$ cat config.mk
export PLATFORM = sky130hd
export DESIGN_NAME = dcei_core
export DESIGN_NICKNAME = d
export VERILOG_FILES = /design/src/inc/dcei_pkg.sv /design/src/verilog/dcei_sync.sv /design/src/verilog/dcei_tgen.sv /design/src/verilog/dcei_core.sv
export SDC_FILE = /design/constraint.sdc
export NUM_CORES = 1
export LEC_CHECK = 0
export BUFFER_PORTS_ARGS = -buffer_cell sky130_fd_sc_hd__buf_2
export CAP_MARGIN = 15
export CORE_UTILIZATION = 40
export CTS_BUF_LIST = sky130_fd_sc_hd__clkbuf_4
export DETAILED_ROUTE_END_ITERATION = 8
export PLACE_DENSITY_LB_ADDON = 0.2
export SETUP_SLACK_MARGIN = 0.02
export SLEW_MARGIN = 20
export SYNTH_ARGS = -nofsm -noshare
export SYNTH_HDL_FRONTEND = slang
export SYNTH_HIERARCHICAL = 1
export SYNTH_SLANG_ARGS = --single-unit
$ cat constraint.sdc
create_clock -name clk_i -period 4.9 [get_ports clk_i]
set_clock_uncertainty 0.1 [all_clocks]
set_input_delay 0.49 -clock clk_i [delete_from_list [all_inputs] [get_ports clk_i]]
set_output_delay 0.49 -clock clk_i [all_outputs]
set_load 0.05 [all_outputs]
$ cat src/inc/dcei_pkg.sv
// Purpose: Shared constants for the interchange conditioning block
// Assumes: 100 MHz system clock, 32-bit classic Wishbone register port
// Notes: Byte addresses; all control and timing levels are ON-high
package dcei_pkg;
  localparam int unsigned CLK_HZ = 100000000;
  localparam int unsigned RATE_MIN_BPS = 20000;
  localparam int unsigned RATE_MAX_BPS = 2000000;
  localparam int HW = 12;
  // Half-period of a timing circuit, in clock cycles
  localparam logic [HW-1:0] HALF_MIN = HW'(CLK_HZ / (2 * RATE_MAX_BPS));
  localparam logic [HW-1:0] HALF_MAX = HW'(CLK_HZ / (2 * RATE_MIN_BPS));
  localparam logic [HW-1:0] HALF_RST = HALF_MAX;

  localparam logic [7:0] ADR_CTRL = 8'h00;
  localparam logic [7:0] ADR_HALF = 8'h04;
  localparam logic [7:0] ADR_STAT = 8'h08;
  localparam logic [7:0] ADR_ISTAT = 8'h0c;
  localparam logic [7:0] ADR_IMASK = 8'h10;

  localparam int CB_SYNC = 0;
  localparam int CB_EXTC = 1;
  localparam int CB_DSR = 2;
  localparam int CB_TM = 3;
  localparam int CB_CTS = 4;
  localparam int CB_DA_P = 5;
  localparam int CB_LL_P = 6;
  localparam int CB_RL_P = 7;
  localparam logic [7:0] CTRL_RST = 8'h00;

  localparam int EVW = 4;
  localparam int EV_RTS = 0;
  localparam int EV_DTR_OFF = 1;
  localparam int EV_CAR_ON = 2;
  localparam int EV_CAR_OFF = 3;

  localparam int NPIN = 8;
  localparam int PI_TXD = 0;
  localparam int PI_RTS = 1;
  localparam int PI_RTSF = 2;
  localparam int PI_DTR = 3;
  localparam int PI_DTRF = 4;
  localparam int PI_DA = 5;
  localparam int PI_LL = 6;
  localparam int PI_RL = 7;

  // A circuit reads ON only when its level is ON and nothing makes it invalid
  function automatic logic fs_on(input logic lvl, input logic bad);
    return lvl & ~bad;
  endfunction : fs_on

  function automatic logic [31:0] wmerge(input logic [31:0] old, input logic [31:0] nw,
                                         input logic [3:0] sel);
    logic [31:0] r;
    r = old;
    for (int i = 0; i < 4; i++) begin
      if (sel[i]) begin
        r[i*8 +: 8] = nw[i*8 +: 8];
      end
    end
    return r;
  endfunction : wmerge
endpackage : dcei_pkg

$ cat src/verilog/dcei_sync.sv
// Purpose: Two-stage synchroniser for pin inputs
// Assumes: Inputs are levels, slow against the clock
// Notes: Only q_o may be read by other logic
`timescale 1ns/100ps
module dcei_sync #(
  parameter int W = 1
) (
  input wire logic clk_i,
  input wire logic rst_i,
  input wire logic [W-1:0] d_i,
  output logic [W-1:0] q_o
);
  logic [W-1:0] meta_q;

  always_ff @(posedge clk_i) begin
    if (rst_i) begin
      meta_q <= '0;
      q_o <= '0;
    end else begin
      meta_q <= d_i;
      q_o <= meta_q;
    end
  end
endmodule : dcei_sync

$ cat src/verilog/dcei_tgen.sv
// Purpose: Element timing generator with equal ON and OFF halves
// Assumes: half_i at least 2
// Notes: Disabled or restarted output sits OFF; element starts at OFF
`timescale 1ns/100ps
module dcei_tgen #(
  parameter int W = 12
) (
  input wire logic clk_i,
  input wire logic rst_i,
  input wire logic en_i,
  input wire logic restart_i,
  input wire logic [W-1:0] half_i,
  output logic lvl_o,
  output logic rise_o,
  output logic fall_o
);
  logic [W-1:0] cnt_q;
  logic wrap;

  // Compare with >= so a smaller half period never overruns the count
  assign wrap = cnt_q >= W'(half_i - 1'b1);

  always_ff @(posedge clk_i) begin
    if (rst_i || !en_i || restart_i) begin
      cnt_q <= '0;
      lvl_o <= 1'b0;
      rise_o <= 1'b0;
      fall_o <= 1'b0;
    end else begin
      rise_o <= 1'b0;
      fall_o <= 1'b0;
      if (wrap) begin
        cnt_q <= '0;
        lvl_o <= ~lvl_o;
        rise_o <= ~lvl_o;
        fall_o <= lvl_o;
      end else begin
        cnt_q <= cnt_q + 1'b1;
      end
    end
  end

  property p_half;
    @(posedge clk_i) disable iff (rst_i)
    en_i && $past(en_i) && !$past(restart_i) && $changed(lvl_o)
      |-> $past(cnt_q) >= W'($past(half_i) - 1'b1);
  endproperty
  a_half: assert property (p_half) else $error("timing half period cut short");
endmodule : dcei_tgen

$ cat src/verilog/dcei_core.sv
// Purpose: Circuit-terminating side conditioning of a serial interchange
// Assumes: Pins from the terminal are asynchronous; line_rxd_i and
//   carrier_i come from modem logic on clk_i
// Notes: Registers on classic Wishbone, one ack per request
// Summary of operation
// - Pass terminal bits untouched, any pattern
// - Element rate limited to 20 k to 2 Mbit/s; only our timing is limited, terminal timing (CB_EXTC) is taken at any rate
// - Synchronous or start-stop mode over same circuits
// - Faulted ready/request receivers read OFF
// - Absent optional conductors read OFF
// - Data level held for whole element
// - Timing ON and OFF halves equal
// - Receive timing valid only under carrier
// - Resync receive timing when carrier comes ON
// - Supply timing whenever able, not only data
// - Timing clamped OFF when not supplied
// - Ignore transmitted data unless handshake all ON
//
// Our own choices: the Wishbone slave port and the register addresses.
`timescale 1ns/100ps
module dcei_core
  import dcei_pkg::*;
(
  input wire logic clk_i,
  input wire logic rst_i,
  input wire logic wb_cyc_i,
  input wire logic wb_stb_i,
  input wire logic wb_we_i,
  input wire logic [7:0] wb_adr_i,
  input wire logic [3:0] wb_sel_i,
  input wire logic [31:0] wb_dat_i,
  output logic [31:0] wb_dat_o,
  output logic wb_ack_o,
  output logic irq_o,
  input wire logic txd_i,
  input wire logic rts_i,
  input wire logic rts_fault_i,
  input wire logic dtr_i,
  input wire logic dtr_fault_i,
  input wire logic ext_txc_i,
  input wire logic lloop_i,
  input wire logic rloop_i,
  output logic rxd_o,
  output logic cts_o,
  output logic dsr_o,
  output logic dcd_o,
  output logic txc_o,
  output logic rxc_o,
  output logic tm_o,
  input wire logic line_rxd_i,
  input wire logic carrier_i,
  output logic tx_bit_o,
  output logic tx_stb_o,
  output logic lloop_o,
  output logic rloop_o
);
  import dcei_pkg::*;

  logic [NPIN-1:0] pin_s;
  logic [7:0] ctrl_q;
  logic [HW-1:0] half_q;
  logic [EVW-1:0] istat_q;
  logic [EVW-1:0] imask_q;
  logic [EVW-1:0] ev;
  logic [EVW-1:0] iclr;
  logic req;
  logic wr;
  logic [31:0] rdata;
  logic [31:0] wnew;
  logic sync_q;
  logic rts_on;
  logic dtr_on;
  logic ll_on;
  logic rl_on;
  logic da_on;
  logic da_d;
  logic da_rise;
  logic rts_d;
  logic dtr_d;
  logic car_d;
  logic car_rise;
  logic tx_gate;
  logic tx_samp;
  logic txc_rise;
  logic rx_fall;

  dcei_sync #(
    .W(NPIN)
  ) u_sync (
    .clk_i(clk_i),
    .rst_i(rst_i),
    .d_i({rloop_i, lloop_i, ext_txc_i, dtr_fault_i, dtr_i, rts_fault_i, rts_i, txd_i}),
    .q_o(pin_s)
  );

  assign sync_q = ctrl_q[CB_SYNC];

  // Fail-safe receivers: open cable or dead terminal give OFF
  assign rts_on = fs_on(pin_s[PI_RTS], pin_s[PI_RTSF]);
  assign dtr_on = fs_on(pin_s[PI_DTR], pin_s[PI_DTRF]);
  // Optional conductors not wired in the cable count as OFF
  assign ll_on = fs_on(pin_s[PI_LL], ~ctrl_q[CB_LL_P]);
  assign rl_on = fs_on(pin_s[PI_RL], ~ctrl_q[CB_RL_P]);
  assign da_on = fs_on(pin_s[PI_DA], ~ctrl_q[CB_DA_P]);

  // Transmitted data only counts while the full handshake is ON
  assign tx_gate = rts_on & cts_o & dsr_o & dtr_on;

  // Edge history, all on synchronised or same-clock levels
  always_ff @(posedge clk_i) begin
    if (rst_i) begin
      da_d <= 1'b0;
      rts_d <= 1'b0;
      dtr_d <= 1'b0;
      car_d <= 1'b0;
    end else begin
      da_d <= da_on;
      rts_d <= rts_on;
      dtr_d <= dtr_on;
      car_d <= carrier_i;
    end
  end

  assign da_rise = da_on & ~da_d;
  assign car_rise = carrier_i & ~car_d;

  // Both timing circuits run whenever synchronous mode is on, with or without data
  dcei_tgen #(
    .W(HW)
  ) u_txc (
    .clk_i(clk_i),
    .rst_i(rst_i),
    .en_i(sync_q),
    .restart_i(1'b0),
    .half_i(half_q),
    .lvl_o(txc_o),
    .rise_o(txc_rise),
    .fall_o()
  );

  // Receive timing may drift while carrier is OFF; it is realigned the
  // moment carrier returns, so the first element after is trustworthy
  dcei_tgen #(
    .W(HW)
  ) u_rxc (
    .clk_i(clk_i),
    .rst_i(rst_i),
    .en_i(sync_q),
    .restart_i(car_rise),
    .half_i(half_q),
    .lvl_o(rxc_o),
    .rise_o(),
    .fall_o(rx_fall)
  );

  // Terminal-sourced timing replaces ours for sampling when selected
  assign tx_samp = ctrl_q[CB_EXTC] ? da_rise : txc_rise;

  // Transmit path: every bit is passed on, no pattern is filtered
  always_ff @(posedge clk_i) begin
    if (rst_i) begin
      tx_bit_o <= 1'b1;
      tx_stb_o <= 1'b0;
    end else begin
      tx_stb_o <= 1'b0;
      if (!sync_q) begin
        tx_bit_o <= tx_gate ? pin_s[PI_TXD] : 1'b1;
      end else if (tx_samp && tx_gate) begin
        tx_bit_o <= pin_s[PI_TXD];
        tx_stb_o <= 1'b1;
      end
    end
  end

  // Receive data changes only at element boundaries in synchronous mode while carrier is ON
  always_ff @(posedge clk_i) begin
    if (rst_i) begin
      rxd_o <= 1'b1;
    end else if (!sync_q) begin
      rxd_o <= line_rxd_i;
    end else if (!carrier_i) begin
      rxd_o <= 1'b1;
    end else if (rx_fall) begin
      rxd_o <= line_rxd_i;
    end
  end

  // Control outputs to the terminal and the loop requests to the modem logic, all ON-high
  always_ff @(posedge clk_i) begin
    if (rst_i) begin
      cts_o <= 1'b0;
      dsr_o <= 1'b0;
      dcd_o <= 1'b0;
      tm_o <= 1'b0;
      lloop_o <= 1'b0;
      rloop_o <= 1'b0;
    end else begin
      cts_o <= rts_on & dsr_o & ctrl_q[CB_CTS];
      dsr_o <= ctrl_q[CB_DSR];
      dcd_o <= carrier_i;
      tm_o <= ctrl_q[CB_TM];
      lloop_o <= ll_on;
      rloop_o <= rl_on;
    end
  end

  // Register port: ack one cycle after the request, then dropped
  assign req = wb_cyc_i & wb_stb_i & ~wb_ack_o;
  assign wr = req & wb_we_i;

  always_ff @(posedge clk_i) begin
    if (rst_i) begin
      wb_ack_o <= 1'b0;
      wb_dat_o <= '0;
    end else begin
      wb_ack_o <= req;
      if (req && !wb_we_i) begin
        wb_dat_o <= rdata;
      end
    end
  end

  always_comb begin
    rdata = '0;
    case ({wb_adr_i[7:2], 2'b00})
      ADR_CTRL: rdata = {24'h0, ctrl_q};
      ADR_HALF: rdata = {{(32 - HW){1'b0}}, half_q};
      ADR_STAT: rdata = {24'h0, tx_gate, dcd_o, rl_on, ll_on, dtr_on, rts_on, dsr_o, pin_s[PI_TXD]};
      ADR_ISTAT: rdata = {{(32 - EVW){1'b0}}, istat_q};
      ADR_IMASK: rdata = {{(32 - EVW){1'b0}}, imask_q};
      default: rdata = '0;
    endcase
  end

  always_comb begin
    wnew = '0;
    case ({wb_adr_i[7:2], 2'b00})
      ADR_CTRL: wnew = wmerge({24'h0, ctrl_q}, wb_dat_i, wb_sel_i);
      ADR_HALF: wnew = wmerge({{(32 - HW){1'b0}}, half_q}, wb_dat_i, wb_sel_i);
      ADR_IMASK: wnew = wmerge({{(32 - EVW){1'b0}}, imask_q}, wb_dat_i, wb_sel_i);
      default: wnew = '0;
    endcase
  end

  always_ff @(posedge clk_i) begin
    if (rst_i) begin
      ctrl_q <= CTRL_RST;
      half_q <= HALF_RST;
      imask_q <= '0;
    end else if (wr) begin
      case ({wb_adr_i[7:2], 2'b00})
        ADR_CTRL: ctrl_q <= wnew[7:0];
        ADR_HALF: begin
          // Out-of-range rates are pinned to the nearest supported one
          if (wnew[HW-1:0] < HALF_MIN) begin
            half_q <= HALF_MIN;
          end else if (wnew[HW-1:0] > HALF_MAX) begin
            half_q <= HALF_MAX;
          end else begin
            half_q <= wnew[HW-1:0];
          end
        end
        ADR_IMASK: imask_q <= wnew[EVW-1:0];
        default: ;
      endcase
    end
  end

  // Events and write-one-to-clear status; a new event beats its clear
  always_comb begin
    ev = '0;
    ev[EV_RTS] = rts_on ^ rts_d;
    ev[EV_DTR_OFF] = dtr_d & ~dtr_on;
    ev[EV_CAR_ON] = car_rise;
    ev[EV_CAR_OFF] = car_d & ~carrier_i;
  end

  assign iclr = (wr && {wb_adr_i[7:2], 2'b00} == ADR_ISTAT && wb_sel_i[0]) ? wb_dat_i[EVW-1:0] : '0;

  always_ff @(posedge clk_i) begin
    if (rst_i) begin
      istat_q <= '0;
      irq_o <= 1'b0;
    end else begin
      istat_q <= (istat_q & ~iclr) | ev;
      irq_o <= |(((istat_q & ~iclr) | ev) & imask_q);
    end
  end

  property p_gate;
    @(posedge clk_i) disable iff (rst_i)
    tx_stb_o |-> $past(rts_on) && $past(dtr_on) && $past(cts_o) && $past(dsr_o);
  endproperty
  a_gate: assert property (p_gate) else $error("bit taken without full handshake");

  property p_clamp;
    @(posedge clk_i) disable iff (rst_i)
    !sync_q |=> !txc_o && !rxc_o;
  endproperty
  a_clamp: assert property (p_clamp) else $error("timing not clamped OFF");

  property p_resync;
    @(posedge clk_i) disable iff (rst_i)
    car_rise && sync_q |=> !rxc_o [*2];
  endproperty
  a_resync: assert property (p_resync) else $error("receive timing not realigned");

  property p_failsafe;
    @(posedge clk_i) disable iff (rst_i)
    pin_s[PI_RTSF] |=> !cts_o;
  endproperty
  a_failsafe: assert property (p_failsafe) else $error("faulted request still granted");

  property p_absent;
    @(posedge clk_i) disable iff (rst_i)
    !ctrl_q[CB_LL_P] |=> !lloop_o;
  endproperty
  a_absent: assert property (p_absent) else $error("absent conductor read ON");

  property p_hold;
    @(posedge clk_i) disable iff (rst_i)
    sync_q && $past(sync_q) && $past(carrier_i) && $changed(rxd_o) |-> $past(rx_fall);
  endproperty
  a_hold: assert property (p_hold) else $error("data changed inside an element");

  property p_rate;
    @(posedge clk_i) disable iff (rst_i)
    half_q >= HALF_MIN && half_q <= HALF_MAX;
  endproperty
  a_rate: assert property (p_rate) else $error("element rate out of range");

  property p_async;
    @(posedge clk_i) disable iff (rst_i)
    $past(!sync_q) && !$past(rst_i) |-> rxd_o == $past(line_rxd_i);
  endproperty
  a_async: assert property (p_async) else $error("start-stop data not passed through");

  // OFF time of the transmit timing; saturates so a stuck clock cannot wrap it back
  logic [HW:0] txc_off_q;

  always_ff @(posedge clk_i) begin
    if (rst_i || !sync_q || txc_o) begin
      txc_off_q <= '0;
    end else if (!txc_off_q[HW]) begin
      txc_off_q <= txc_off_q + 1'b1;
    end
  end

  property p_supply;
    @(posedge clk_i) disable iff (rst_i)
    sync_q |-> txc_off_q <= {1'b0, HALF_MAX};
  endproperty
  a_supply: assert property (p_supply) else $error("transmit timing stopped");

  c_resync: cover property (@(posedge clk_i) disable iff (rst_i) car_rise && sync_q);
  c_txbit: cover property (@(posedge clk_i) disable iff (rst_i) tx_stb_o && ctrl_q[CB_EXTC]);
  c_irq: cover property (@(posedge clk_i) disable iff (rst_i) $rose(irq_o));
endmodule : dcei_core

==> results.sh <==
export IMPL_crit_path_cell_trace="or4_4, nor2_4, nand2_2, xor2_1, ha_1, a211oi_1, o21ai_0, a221oi_2, nand3_1, nor2_1"
export IMPL_routed_wirelength_um=13900
export IMPL_design_die_area_sq_um=14300
export IMPL_antenna_cells_inserted=0
export IMPL_fillerInstances=1359
export IMPL_final_setup_worst_slack_ns=1.65
export IMPL_vdd_drop_max_v=0.000184
export IMPL_cpPeakStageDelay_ns=0.60
export IMPL_gr_total_overflow=0
export IMPL_transition_at_the_pin_with_the_smallest_max_transition_slack_ns=0.812
export IMPL_cp_end_kind="register"
export IMPL_rsz0062_at_grt="false"
export IMPL_crit_arrival_ns=3.58
export IMPL_grt_max_degree=42
export IMPL_timing_hold_violations_final=0
export IMPL_fmax_ghz=0.308
export IMPL_number_of_slew_limit_violations_in_the_final_report=0
export IMPL_cts_repair_resized=0
export IMPL_wire_length_of_the_first_global_routing_pass_um=22500
export IMPL_yosysWarningCount=6
export IMPL_post_synth_instance_area_sq_um=5510
export IMPL_total_area_of_multi_input_combinational_cells_sq_um=3300
export IMPL_number_of_buffer_and_inverter_stages_on_the_critical_path=0
export IMPL_io_pins=104
export IMPL_power_leakage_nw=2.27
export IMPL_cp_start_kind="register"
export IMPL_share_clk_of_total_power_pct=32.9
export IMPL_postRouteAntennaNets=0
export IMPL_viasPerCell=5.31
export IMPL_dp_final_hpwl_um=10600
export IMPL_fraction_of_layout_cells_with_a_size_suffix_above_1_pct=17.8
export IMPL_final_worst_path_period_share_pct=66.3
export IMPL_place_congestion=0.921
export IMPL_grt_use_total_pct=20.1
export IMPL_sw_frac_of_total_pct=28.3
export IMPL_postLayoutCoreUtil_pct=45.0
export IMPL_hold_class="input pin to register"
export IMPL_cts_root_buf="sky130_fd_sc_hd__clkbuf_4"
export IMPL_criticalPathCategory="register to register"
export IMPL_placed_cell_area_sq_um=5860
export IMPL_hold_buffers=0
export IMPL_first_iter_violations=225
export IMPL_grt_antenna_before_repair=0
export IMPL_num_nets_final=788
export IMPL_number_of_maximum_capacitance_constraint_violations=0
export IMPL_dr_pass1_iters=5
export IMPL_synthesis_instances=651
export IMPL_tritoncts_num_sinks=98
export IMPL_drt_wl_cell_um=15.7
export IMPL_power_per_cell_area_nw_per_um2=234
export IMPL_dp_cells=866
export IMPL_worst_skew_pair_late_latency_ns=0.49
export IMPL_ctsHtreeMaxLevel=3
export IMPL_max_clock_path_buffers=2
export IMPL_p_sw_uw=399
export IMPL_initial_core_util_pct=41.3
export IMPL_cpMaxStageDelayCell="sky130_fd_sc_hd__or4_4"
export IMPL_cts_inserted_buffers=9
export IMPL_seqPwrFrac_pct=57.7
export IMPL_setup_tns_final_ns=0
export IMPL_floorplan_die_height_um=119
export IMPL_crit_family="simple AND/OR/NAND/NOR gates"
export IMPL_via_count=4687
export IMPL_pre_cts_ws_ns=1.69
export IMPL_clkTransAtPathRegs_ns=0.16
export IMPL_seqCellArea_sq_um=1960
export IMPL_layout_cells_non_filler=882
export IMPL_timing_hold_ws_ns=0.0990
export IMPL_remaining_drc_errors=0
export IMPL_final_common_cell="sky130_fd_sc_hd__dfxtp_1"
export IMPL_number_of_global_route_vias_before_repair=4485
export IMPL_final_setup_fails=0
export IMPL_place_port_buffers=59
export IMPL_stdcell_area_sq_um=6010
export IMPL_status="finished clean"
export IMPL_fp_dieW_um=119
export IMPL_postSynthAreaPerCell_sq_um=8.47
export IMPL_worst_slew_margin_rel_pct=45.5
export IMPL_clock_period_minus_final_worst_setup_slack_ns=3.25
export IMPL_layout_cells_most_common_list="sky130_fd_sc_hd__dfxtp_1 (98), sky130_fd_sc_hd__nor2_1 (93), sky130_fd_sc_hd__buf_2 (59)"
export IMPL_design_core_area_sq_um=13300
export IMPL_comb_power_share_pct=9.4
export IMPL_critPathRequiredTime_ns=5.23
export IMPL_tritoncts="done"
export IMPL_finalPower_mw=1.41
export IMPL_post_cts_setup_buffer_count=0
export IMPL_power_internal_mw=1.01
export IMPL_crit_fanout=11
export IMPL_areaGrowthSynthToFinish_pct=8.97
export IMPL_num_rows=42
==> final timing paths <==
path | startpoint | endpoint | slack [ns] | cells after the start
setup / recovery | half_q[5] | u_txc/cnt_q[10] | 1.65 | 10
hold / removal | dtr_i | u_sync/meta_q[3] | 0.1 | 2
setup reg to reg | half_q[5] | u_txc/cnt_q[10] | 1.65 | 10
hold reg to reg | u_sync/q_o[5] | da_d | 0.35 | 2
==> per-layer routing <==
metal / vias up / share of wire, % / GRT usage, %
li1: 2341 / - / -
met1: 2201 / 46 / 25.9
met2: 126 / 47 / 33.5
met3: 19 / 4.8 / 3.88
met4: 0 / 1.9 / 7.11
met5: - / 0 / 0
==> area by class of cell <==
| cell class | instances | area share, % |
|---|---|---|
| Clock buffer | 9 | 1.13 |
| Clock inverter | 7 | 1.35 |
| Sequential cell | 98 | 32.7 |
| Inverter | 16 | 1.00 |
| Multi-Input combinational cell | 515 | 55.0 |
| Tap cell | 176 | 3.67 |
| Timing Repair Buffer | 61 | 5.17 |
==> flip-flops by register name, summed over array words and instances, names as in the netlist, 4 cells and up <==
name / cells
half_q: 12
u_rxc/cnt_q: 12
u_txc/cnt_q: 12
wb_dat_o: 12
ctrl_q: 8
u_sync/meta_q: 8
u_sync/q_o: 8
imask_q: 4
istat_q: 4
==> power by group through the flow <==
stage          sequential [mW]  clock [mW]  combinational [mW]
6_report                 0.811       0.463               0.132
5_1_grt                  0.813       0.514               0.141
2_1_floorplan            0.833           0               0.103
4_1_cts                  0.812       0.480               0.130
3_5_place_dp             0.829           0               0.130
3_3_place_gp             0.828           0               0.129
(Power assumes the default switching activity.)
